$ cat src/ldc_pkg.sv
// Purpose: Shared constants and types of the LCD drive control block
// Assumes: 4-bit CPU data bus, 16-bit memory-mapped addresses
// Notes: Display memory is three pages of nibbles
package ldc_pkg;

  // ----------------------------------------------------------------
  // Register addresses
  // ----------------------------------------------------------------
  localparam logic [15:0] LCD_DRIVE_CONFIG_ADDR = 16'hFF60;
  localparam logic [15:0] LCD_DISPLAY_OVERRIDE_ADDR = 16'hFF61;
  localparam logic [15:0] LCD_CONTRAST_LEVEL_ADDR = 16'hFF62;

  // ----------------------------------------------------------------
  // Field positions
  // ----------------------------------------------------------------
  localparam int CFG_SUPPLY_BIT = 0;
  localparam int CFG_DUMMY_BIT = 1;
  localparam int CFG_DUTY_LOW_BIT = 2;
  localparam int CFG_DUTY_HIGH_BIT = 3;
  localparam int OVR_PAGE_BIT = 0;
  localparam int OVR_LIT_BIT = 1;
  localparam int OVR_DARK_BIT = 2;
  localparam int OVR_EXP_BIT = 3;

  // ----------------------------------------------------------------
  // Reset values
  // ----------------------------------------------------------------
  localparam logic [3:0] CFG_RESET = 4'h0;
  localparam logic [3:0] CFG_RESET_48X8 = 4'h8;
  localparam logic [3:0] OVR_RESET = 4'h4;
  localparam logic [3:0] CONTRAST_RESET = 4'h0;

  // ----------------------------------------------------------------
  // Display memory layout
  // ----------------------------------------------------------------
  localparam logic [7:0] PAGE0_HIGH = 8'hF0;
  localparam logic [7:0] PAGE1_HIGH = 8'hF1;
  localparam logic [7:0] PAGE2_HIGH = 8'hF2;
  localparam logic [7:0] PAGE_LAST = 8'h5F;
  localparam int PAGE_DEPTH = 96;
  localparam int PAGE2_DEPTH = 48;
  localparam int SEG_COUNT = 48;
  localparam int SEG_COUNT_40 = 40;
  localparam int COM_COUNT = 17;
  localparam logic [4:0] COM_LAST_8 = 5'h07;
  localparam logic [4:0] COM_LAST_16 = 5'h0F;
  localparam logic [4:0] COM_LAST_17 = 5'h10;
  localparam logic [4:0] COM_EXTRA = 5'h10;

  // ----------------------------------------------------------------
  // Types
  // ----------------------------------------------------------------
  typedef struct packed {
    logic [15:0] addr;
    logic [3:0] wdata;
    logic wr;
    logic rd;
  } ldc_bus_type;

  typedef enum logic [1:0] {
    DUTY_17,
    DUTY_16,
    DUTY_8
  } ldc_duty_type;

endpackage

$ cat src/ldc_lcd_drive_control.sv
// Purpose: Control registers, display memory and common scan of the LCD driver
// Assumes: Low-speed clock domain, scan_tick marks one common period
// Notes: Drive voltages and waveforms are produced outside this block
// Functional notes
// RULE1: Supply enable bit turns generator on; cleared forces all drive to ground.
// RULE2: Software waits about 100 ms after enabling supply before display.
// RULE3: Reset clears supply, duty, all-lit, page, expanded bits; sets all-dark.
// RULE4: Duty code 1x gives 1/8, 01 gives 1/16, 00 gives 1/17.
// RULE5: In 48x8 layout duty resets to 1/8 and only 1/8 applies.
// RULE6: All-lit bit drives every segment on, memory untouched.
// RULE7: All-dark bit drives every segment off, memory untouched.
// RULE8: All-lit wins when both override bits are set.
// RULE9: At 1/8 duty page select picks F100 page or F000 page.
// RULE10: At 1/16 or 1/17 duty page select is plain storage.
// RULE11: Four-bit contrast code, readable and writable, sixteen levels.
// RULE12: Software initialises contrast and display memory before display.
// RULE13: 40x17 layout nibble pairs map commons 0-7, 8-15, 16 per segment.
// RULE14: 48x8 layout both pages hold segments 0-47 for commons 0-7.
// RULE15: Software avoids unimplemented display memory addresses.
// RULE16: Expanded-driver bit gates the signals for an external driver.
// RULE17: Memory bit 1 lights its dot, 0 leaves it dark.
`timescale 1ns/1ps
module ldc_lcd_drive_control #(
  parameter bit LAYOUT_48X8 = 1'b0
) (
  // Clock and reset
  input wire logic clock,
  input wire logic rst_n,
  // CPU bus
  input wire ldc_pkg::ldc_bus_type bus_in,
  output logic [3:0] rd_data,
  // Scan timing
  input wire logic scan_tick,
  // Panel side
  output logic drive_supply_enable,
  output logic [3:0] contrast_code,
  output logic [ldc_pkg::COM_COUNT-1:0] common_line,
  output logic [ldc_pkg::SEG_COUNT-1:0] segment_line,
  output logic [1:0] duty_active,
  // Expanded driver
  output logic exp_scan_pulse,
  output logic exp_frame_start,
  output logic [4:0] exp_common_index
);
  import ldc_pkg::*;

  // ----------------------------------------------------------------
  // Storage
  // ----------------------------------------------------------------
  logic [3:0] cfg_reg;
  logic [3:0] ovr_reg;
  logic [3:0] contrast_reg;
  logic [3:0] page0_reg [PAGE_DEPTH];
  logic [3:0] page1_reg [PAGE_DEPTH];
  logic [3:0] page2_reg [PAGE2_DEPTH];
  logic [4:0] com_reg;
  logic [3:0] rd_data_reg;
  logic [COM_COUNT-1:0] common_reg;
  logic [SEG_COUNT-1:0] seg_reg;
  logic exp_pulse_reg;
  logic exp_frame_reg;
  logic [4:0] exp_index_reg;

  // ----------------------------------------------------------------
  // Address decode
  // ----------------------------------------------------------------
  wire [7:0] addr_high = bus_in.addr[15:8];
  wire [7:0] addr_low = bus_in.addr[7:0];
  wire in_range = addr_low <= PAGE_LAST;
  wire sel_page0 = (addr_high == PAGE0_HIGH) && in_range;
  wire sel_page1 = (addr_high == PAGE1_HIGH) && in_range;
  wire sel_page2 = !LAYOUT_48X8 && (addr_high == PAGE2_HIGH) && in_range
                   && !addr_low[0];
  wire sel_cfg = bus_in.addr == LCD_DRIVE_CONFIG_ADDR;
  wire sel_ovr = bus_in.addr == LCD_DISPLAY_OVERRIDE_ADDR;
  wire sel_contrast = bus_in.addr == LCD_CONTRAST_LEVEL_ADDR;
  wire [6:0] mem_index = addr_low[6:0];
  wire [5:0] page2_index = addr_low[6:1];

  // ----------------------------------------------------------------
  // Mode decode
  // ----------------------------------------------------------------
  function automatic ldc_duty_type duty_of(input logic [3:0] cfg);
    if (LAYOUT_48X8 || cfg[CFG_DUTY_HIGH_BIT]) begin
      return DUTY_8; // RULE4 RULE5
    end
    return cfg[CFG_DUTY_LOW_BIT] ? DUTY_16 : DUTY_17; // RULE4
  endfunction

  wire ldc_duty_type duty = duty_of(cfg_reg);
  wire [1:0] duty_code = duty;
  wire supply_on = cfg_reg[CFG_SUPPLY_BIT];
  wire force_all_lit = ovr_reg[OVR_LIT_BIT];
  wire force_all_dark = ovr_reg[OVR_DARK_BIT];
  wire display_page_select = ovr_reg[OVR_PAGE_BIT];
  wire expanded_driver_enable = ovr_reg[OVR_EXP_BIT];
  wire duty_select_high = cfg_reg[CFG_DUTY_HIGH_BIT];
  wire duty_select_low = cfg_reg[CFG_DUTY_LOW_BIT];

  logic [4:0] com_last;
  always_comb begin
    unique case (duty)
      DUTY_8: com_last = COM_LAST_8;
      DUTY_16: com_last = COM_LAST_16;
      DUTY_17: com_last = COM_LAST_17;
      default: com_last = COM_LAST_8;
    endcase
  end

  wire com_wrap = com_reg >= com_last;
  wire [4:0] com_next = com_wrap ? 5'h00 : com_reg + 5'h01;

  // ----------------------------------------------------------------
  // Dot lookup
  // ----------------------------------------------------------------
  // Returns the memory bit for one common and one segment
  function automatic logic dot_of(input logic [4:0] c, input int s);
    logic [6:0] idx;
    logic [1:0] bit_sel;
    idx = 7'(2 * s) + {6'h00, c[2]};
    bit_sel = c[1:0];
    if (duty == DUTY_8) begin
      if (display_page_select) begin
        return page1_reg[idx][bit_sel]; // RULE9 RULE14
      end
      return page0_reg[idx][bit_sel]; // RULE9 RULE14
    end
    if (c == COM_EXTRA) begin
      return page2_reg[s][0]; // RULE13
    end
    if (c[3]) begin
      return page1_reg[idx][bit_sel]; // RULE13 RULE10
    end
    return page0_reg[idx][bit_sel]; // RULE13
  endfunction

  logic [SEG_COUNT-1:0] seg_next;
  for (genvar s = 0; s < SEG_COUNT; s++) begin : g_seg
    localparam bit USED = LAYOUT_48X8 || (s < SEG_COUNT_40);
    wire dot = USED ? dot_of(com_next, s) : 1'b0; // RULE17
    assign seg_next[s] = !supply_on ? 1'b0 : // RULE1
                         force_all_lit ? USED : // RULE6 RULE8
                         force_all_dark ? 1'b0 : dot; // RULE7
  end

  wire [COM_COUNT-1:0] common_next = supply_on ? (COM_COUNT'(1) << com_next)
                                               : '0; // RULE1

  // ----------------------------------------------------------------
  // Read path
  // ----------------------------------------------------------------
  logic [3:0] rd_next;
  always_comb begin
    rd_next = 4'h0;
    if (sel_cfg) begin
      rd_next = cfg_reg;
    end else if (sel_ovr) begin
      rd_next = ovr_reg;
    end else if (sel_contrast) begin
      rd_next = contrast_reg; // RULE11
    end else if (sel_page0) begin
      rd_next = page0_reg[mem_index];
    end else if (sel_page1) begin
      rd_next = page1_reg[mem_index];
    end else if (sel_page2) begin
      rd_next = page2_reg[page2_index];
    end
  end

  // ----------------------------------------------------------------
  // Control registers
  // ----------------------------------------------------------------
  always_ff @(posedge clock or negedge rst_n) begin
    if (!rst_n) begin
      cfg_reg <= LAYOUT_48X8 ? CFG_RESET_48X8 : CFG_RESET; // RULE3 RULE5
      ovr_reg <= OVR_RESET; // RULE3
      contrast_reg <= CONTRAST_RESET;
    end else if (bus_in.wr) begin
      if (sel_cfg) begin
        cfg_reg <= bus_in.wdata; // RULE1 RULE4
      end
      if (sel_ovr) begin
        ovr_reg <= bus_in.wdata; // RULE6 RULE7 RULE10 RULE16
      end
      if (sel_contrast) begin
        contrast_reg <= bus_in.wdata; // RULE11
      end
    end
  end

  // ----------------------------------------------------------------
  // Display memory
  // ----------------------------------------------------------------
  always_ff @(posedge clock or negedge rst_n) begin
    if (!rst_n) begin
      for (int i = 0; i < PAGE_DEPTH; i++) begin
        page0_reg[i] <= 4'h0;
        page1_reg[i] <= 4'h0;
      end
      for (int i = 0; i < PAGE2_DEPTH; i++) begin
        page2_reg[i] <= 4'h0;
      end
    end else if (bus_in.wr) begin
      if (sel_page0) begin
        page0_reg[mem_index] <= bus_in.wdata;
      end
      if (sel_page1) begin
        page1_reg[mem_index] <= bus_in.wdata;
      end
      if (sel_page2) begin
        page2_reg[page2_index] <= bus_in.wdata;
      end
    end
  end

  // ----------------------------------------------------------------
  // Common scan and outputs
  // ----------------------------------------------------------------
  always_ff @(posedge clock or negedge rst_n) begin
    if (!rst_n) begin
      com_reg <= COM_LAST_17;
      common_reg <= '0;
      seg_reg <= '0;
    end else if (scan_tick) begin
      com_reg <= com_next;
      common_reg <= common_next;
      seg_reg <= seg_next;
    end
  end

  always_ff @(posedge clock or negedge rst_n) begin
    if (!rst_n) begin
      rd_data_reg <= 4'h0;
      exp_pulse_reg <= 1'b0;
      exp_frame_reg <= 1'b0;
      exp_index_reg <= 5'h00;
    end else begin
      if (bus_in.rd) begin
        rd_data_reg <= rd_next;
      end
      exp_pulse_reg <= expanded_driver_enable && scan_tick; // RULE16
      exp_frame_reg <= expanded_driver_enable && scan_tick && com_wrap; // RULE16
      exp_index_reg <= expanded_driver_enable ? com_reg : 5'h00; // RULE16
    end
  end

  assign rd_data = rd_data_reg;
  assign drive_supply_enable = cfg_reg[CFG_SUPPLY_BIT]; // RULE1
  assign contrast_code = contrast_reg; // RULE11
  assign common_line = common_reg;
  assign segment_line = seg_reg;
  assign duty_active = duty_code;
  assign exp_scan_pulse = exp_pulse_reg;
  assign exp_frame_start = exp_frame_reg;
  assign exp_common_index = exp_index_reg;

  wire unused_bits = duty_select_high ^ duty_select_low ^ cfg_reg[CFG_DUMMY_BIT];

endmodule

$ cat config.mk
export PLATFORM = sky130hd
export DESIGN_NAME = ldc_lcd_drive_control
export DESIGN_NICKNAME = d
export VERILOG_FILES = /design/src/ldc_pkg.sv /design/src/ldc_lcd_drive_control.sv
export SDC_FILE = /design/constraint.sdc
export NUM_CORES = 2
export LEC_CHECK = 0
export BUFFER_PORTS_ARGS = -buffer_cell sky130_fd_sc_hd__buf_2
export CORE_MARGIN = 2
export CORE_UTILIZATION = 31
export DETAILED_ROUTE_END_ITERATION = 10
export HOLD_SLACK_MARGIN = 0.02
export PLACE_DENSITY = 0.5
export RECOVER_POWER = 25
export SETUP_SLACK_MARGIN = 0.5
export SKIP_CTS_REPAIR_TIMING = 1
export SLEW_MARGIN = 10
export SYNTH_ARGS = -nofsm -noshare
export SYNTH_HDL_FRONTEND = slang
export SYNTH_SLANG_ARGS = --single-unit
export TNS_END_PERCENT = 1
$ cat constraint.sdc
create_clock -name clock -period 5.4 [get_ports clock]
set_clock_uncertainty 0.05 [all_clocks]
set_input_delay 0.27 -clock clock [delete_from_list [all_inputs] [get_ports clock]]
set_output_delay 0.27 -clock clock [all_outputs]
set_load 0.05 [all_outputs]
# After elaboration in Yosys (flattened, before gate mapping)
# Index checks and enable logic that the tools add are counted.
# word_totals
register_bits	1045
latchBits	0
ram_bits	0
romBits	0
input_bits	25
mem_count	0
# op_classes
n_addsub	40
multipliers	0
div_mod_pow	0
magnitude_cmp	47
eq_ne	9
shifts	1
mux	878
bitwise	42
reduce_logical	16
# ops
op	n
$bmux 4 s7	82
$bwmux 384	2
$mux 4	174
$mux 1	530
$ge 8x8->1 const B	41
$not 7->8	25
$bwmux 192	1
$bmux 1 s2	80
$add 6x1->7 const A	16
$not 6->8	8
$add 7x1->7 const A	8
$add 5x1->6 const A	8
$eq 16x16->1 const B	3
$not 5->8	4
$demux 4 s7	1
$bmux 4 s6	1
$demux 4 s6	1
$eq 8x8->1 const B	3
$add 4x1->5 const A	4
$mux 17	1
$shl 1x5->17 const A	1
$not 4->8	2
$reduce_and 2->1	6
$mux 5	2
20 further kinds	29

# Depth between registers and ports, before layout
# logic_depth
depth_word	24
depth_mapped	15
ltp_nobuf	10

# Least setup slack after synthesis
# Ideal clock, no wire load.
# synth_timing
path_kind	register -> register
from	register com_reg[0]
to	register seg_reg[38] (netlist: segment_line[38])
setup_time_ps	131
arrival_time_ps	3282
path_slack_ps	1937
stages_incl_launch_ff	15
n_path_buf	6
synth_period_minus_slack_ps	3463
path_cell_list	dfrtp_1 -> buf_2 -> inv_1 -> clkbuf_1 -> buf_2 -> ha_1 -> nand2b_1 -> a221oi_4 -> buf_2 -> o211a_1 -> buf_2 -> clkbuf_1 -> nor2_1 -> a2111oi_0 -> o21ai_1
# synth_via
elab_chain_len	20
word_cells_on_any_way	32
# synth_lines
element	line_no	rtl
from (decl)	ldc_lcd_drive_control.sv:56	logic [4:0] com_reg;
from (signal assigned)	ldc_lcd_drive_control.sv:225	com_reg <= com_next;
$add 5x1->5 / $ge 5x5->1 (equally long branches)	ldc_lcd_drive_control.sv:111, ldc_lcd_drive_control.sv:110	
$mux 5 (*)	ldc_lcd_drive_control.sv:111	wire [4:0] com_next = com_wrap ? 5'h00 : com_reg + 5'h01;
$add 7x1->7	ldc_lcd_drive_control.sv:120	idx = 7'(2 * s) + {6'h00, c[2]};
$not 7->8 (not written as such)	n/a	
$bmux 4 s7	ldc_lcd_drive_control.sv:124, ldc_lcd_drive_control.sv:132	
$mux 4 (not written as such) (2 in a row)	ldc_lcd_drive_control.sv:124, ldc_lcd_drive_control.sv:132	
$bmux 1 s2	ldc_lcd_drive_control.sv:124, ldc_lcd_drive_control.sv:132	
$mux 1 (not written as such)	ldc_lcd_drive_control.sv:124, ldc_lcd_drive_control.sv:132	
[... 3 more ...]	n/a	
$mux 1	ldc_lcd_drive_control.sv:128	if (c == COM_EXTRA) begin
$mux 1	ldc_lcd_drive_control.sv:131	if (c[3]) begin
$mux 1	ldc_lcd_drive_control.sv:134	return page0_reg[idx][bit_sel];
$mux 1	ldc_lcd_drive_control.sv:131	
$mux 1 (*)	ldc_lcd_drive_control.sv:128	
$mux 1 (*)	ldc_lcd_drive_control.sv:143	force_all_dark ? 1'b0 : dot;
$mux 1 (*)	ldc_lcd_drive_control.sv:142	force_all_lit ? USED :
$mux 1 (*)	ldc_lcd_drive_control.sv:141	assign seg_next[s] = !supply_on ? 1'b0 :
to (signal assigned)	ldc_lcd_drive_control.sv:227	seg_reg <= seg_next;
to (decl)	ldc_lcd_drive_control.sv:59	logic [SEG_COUNT-1:0] seg_reg;
# Mark *: on every way between the ends. The rest lies on a longest branch, timed or not. The select of a mux whose other input is x is not followed.
# A chain may end at the register's enable or synchronous reset.

# Worst setup path after layout
# layout_timing
from	register cfg_reg[2]
to	register seg_reg[38] (netlist: segment_line[38])
# layout_via
elab_chain_len	24
word_cells_on_any_way	38
# layout_lines
element	line_no	rtl
from (decl)	ldc_lcd_drive_control.sv:50	logic [3:0] cfg_reg;
from (signal assigned)	ldc_lcd_drive_control.sv:175	cfg_reg <= LAYOUT_48X8 ? CFG_RESET_48X8 : CFG_RESET;
from (signal assigned)	ldc_lcd_drive_control.sv:180	cfg_reg <= bus_in.wdata;
$mux 1 (*)	ldc_lcd_drive_control.sv:87	return cfg[CFG_DUTY_LOW_BIT] ? DUTY_16 : DUTY_17;
$mux 2 (*)	ldc_lcd_drive_control.sv:87	
$eq 2x1->1 / $logic_not 2->1 (equally long branches)	ldc_lcd_drive_control.sv:102	unique case (duty)
$pmux 5 s2	ldc_lcd_drive_control.sv:102	
$ge 5x5->1	ldc_lcd_drive_control.sv:110	wire com_wrap = com_reg >= com_last;
$mux 5	ldc_lcd_drive_control.sv:111	
$add 7x1->7	ldc_lcd_drive_control.sv:120	
$not 7->8 (not written as such)	n/a	
[... 8 more ...]	n/a	
$mux 1	ldc_lcd_drive_control.sv:128	
$mux 1	ldc_lcd_drive_control.sv:131	
$mux 1	ldc_lcd_drive_control.sv:134	
$mux 1	ldc_lcd_drive_control.sv:131	
$mux 1 (*)	ldc_lcd_drive_control.sv:128	
$mux 1 (*)	ldc_lcd_drive_control.sv:143	
$mux 1 (*)	ldc_lcd_drive_control.sv:142	
$mux 1 (*)	ldc_lcd_drive_control.sv:141	
# Marks and branches as above.

==> implementation parameters <==
Parameter                              Value

Timing
  Total of endpoints with negative setup slack in the final report    0
  Slew Viols, Final    283
  Hold violation count in the final report    0
  Period utilization    84.7%
  Minimum period implied by the final worst setup slack    4.57 ns
  Unrepaired setup endpoints after global routing    false
  Remaining max-slew budget at the tightest pin    -84.7%
  Actual transition at the worst max-transition pin    2.77 ns
  Achievable clock frequency    0.219 GHz
  Setup TNS    0 ns

CTS
  TritonCTS Sinks    1045
  Clock-pin transition on the worst setup and hold timing paths    0.07 ns
  Clk Latency, worst-skew pair    0.78 ns
  Longest Clk Path Bufs    3
  H-tree lvl count    3
  Number of CTS-inserted buffers    119
  Root buffer cell    clkbuf_16
  Clock tree from TritonCTS    done

Logic synthesis
  Most numerous cell in the Yosys netlist    dfrtp_1
  Largest area contributor in the synthesized netlist    dfrtp_1
  Commonest register cell after synthesis    dfrtp_1
  Count of flip-flops with a built-in enable after synthesis    0
  Count of different cell masters after synthesis    101
  Most area-consuming cells after synthesis    dfrtp_1 47%, mux2_2 21%, mux4_2 4.7%
  Area of the mapped netlist    55100 µm²
  Synthesized netlist cell count    4631
  Fraction of synthesis flops using an asynchronous set or reset pin    100%
  Post-Syn Area per Cell    11.9 µm²
  Fraction of synthesized cell area taken by the top area cell type    47.4%
  Fraction of the yosys area taken by sequential cells    47.5%
  Post-synth top cells    1043 x dfrtp_1, 1032 x mux2_2, 432 x nand2_1
  Post-synthesis sequential element count    1045
  Yosys warning total    0

Layout
  Number of fill cells    17.4k
  Layout cell share with drive strength beyond 1    36.4%
  Post-layout nets    4695
  Area growth syn-to-layout    14.0%
  Design Area, Final    62800 µm²

Die
  Core area    176000 µm²
  FP Rows    154
  Overall die height    426 µm
  Die Area    181000 µm²
  Horizontal extent of the die    426 µm
  Count of boundary I/O pins    108
  Starting density of the core    31.3%

Setup path
  Crit path buf inv count    3
  Critical Path Sink Type    register
  Type of origin of the critical path    register
  Data arrival at the endpoint of the critical path    5.22 ns
  Delay of the slowest cell on the worst path    0.86 ns
  Cell type with the highest occurrence count on the critical path    buf_4
  Required time at the worst-slack endpoint    6.04 ns
  CP Cell Sequence    nor2_2 > inv_1 > ha_1 > nand2b_1 > a221o_1 > buf_4 > a21boi_4 > buf_4 > nor2_1 > nor4_1 > o31ai_1 > o21ai_1
  Classification of the worst setup path    reg2reg
  Maximum fanout encountered on the critical timing path    20
  Kind of cell adding the most delay to the critical path    simple AND/OR/NAND/NOR gates
  Crit-path slowest cell    nor4_1

GRT
  Via count of the first global-routing pass    43.4k
  Global-route usage over all layers    27.4%
  Total gr overflow    0
  Largest net degree at the start of global routing    177
  Initial antenna violation count    17
  Global-route wire length before repair    354 mm

Routing
  Average routed wire per standard cell    35.6 µm
  Via density per instance    6.26
  Vias    44.6k
  Count of TritonRoute iterations in the first routing pass    6
  Remaining DRCs    0
  Iteration-0 DRC count of the detailed router    5595
  Antenna-violating nets left    0
  Overall routed net length    253 mm

Placement
  Placer Congestion    1.01
  DPL Wire Length    174 mm
  Number of input and output port buffers inserted    99
  Cell area after placement    58800 µm²

Power
  Power density over cell area    417 nW/µm²
  IR Drop Worst-Case VDD    0.000397 V
  Leakage power    28.8 nW

Run
  Maximum Capacitance Violations    5

Hold path
  Worst min-delay path class    in2reg

Status
  Violations in the final reports    max-capacitance violations, max-slew violations
  Status    complete, but fails checks
-- placed cells by master (no fill, tap or decap), drive strengths merged, types with 31 or more instances in the layout --
cell,count
a21oi,80
a221oi,51
a22oi,114
a31oi,32
and3,31
buf,285
clkbuf,203
clkinv,33
dfrtp,1043
mux2,1035
mux2i,116
mux4,122
nand2,455
nand3,61
nor2,228
nor2b,34
nor3,83
o211ai,38
o21ai,83
o221ai,35
o22ai,78
o2bb2ai,36
-- worst min-delay path: cells and delay by family --
kind,cells,cell delay [ns]
multiplexers,1,0.17
AND/OR/NAND/NOR,1,0.22
buffers and inverters,1,0.24
-- per-layer routing --
layer  vias up  track usage [%]  part of all wire, %
met5         -                0                0.028
met4        10             19.2                  8.0
met1     23500             36.3                   40
met3       730             5.87                  9.2
li1      17600                -                    -
met2      2762             39.7                   42
-- report_power, final --
part	internal [mW]	total (mW)	switching [mW]
clock network	4.96	8.51	3.56
logic	2.55	9.77	7.23
registers	7.85	7.92	0.0621
total	15.4	26.2	10.8
-- logic make-up after synthesis --
family / share of synthesized area (%)
compound gates: 11.7
fa+ha+maj: 0.114
simple gates: 8.59
other cells: 0.00681
flops: 47.5
buf+inv: 3.75
xor+xnor: 0.0772
mux: 28.3
-- per-stage QoR --
stage	setup slack [ns]	total power, mW	utilization (%)	instances	hold WS [ns]
finish	0.826	26.2	35.6	7122	0.121
global route	0.533	26.5	35.6	7107	0.118
CTS	1.02	25.8	35.6	7102	-0.472
detailed placement	0.421	17.3	33.3	6881	0.334
global placement	0.383	17.3	33.3	6880	0.330
floorplan	1.94	12.9	-	4638	-0.0756
-- layout make-up --
class | instances | area (µm²) | share of cell area (%)
Inverter | 21 | 78.8 | 0.125
Clock inverter | 45 | 576 | 0.916
Clock buffer | 176 | 3470 | 5.53
Antenna cell | 17 | 42.5 | 0.0677
Tap cell | 2340 | 2930 | 4.66
Multi-Input combinational cell | 3163 | 27200 | 43.3
Timing Repair Buffer | 315 | 2370 | 3.77
Sequential cell | 1045 | 26200 | 41.6
-- worst paths after layout --
kind	slack (ns)	depth (start not counted)	startpoint	endpoint
min	0.12	3	bus_in[1]	contrast_code[0]
max reg2reg	0.83	12	cfg_reg[2]	segment_line[38]
max in group asynchronous	1.20	3	rst_n	com_reg[0]
min reg2reg	0.43	1	common_line[2]	common_line[2]
max	0.83	12	cfg_reg[2]	segment_line[38]
min in group asynchronous	0.90	2	rst_n	page0_reg[247]
Note: power is estimated with default switching activity, not from simulation.
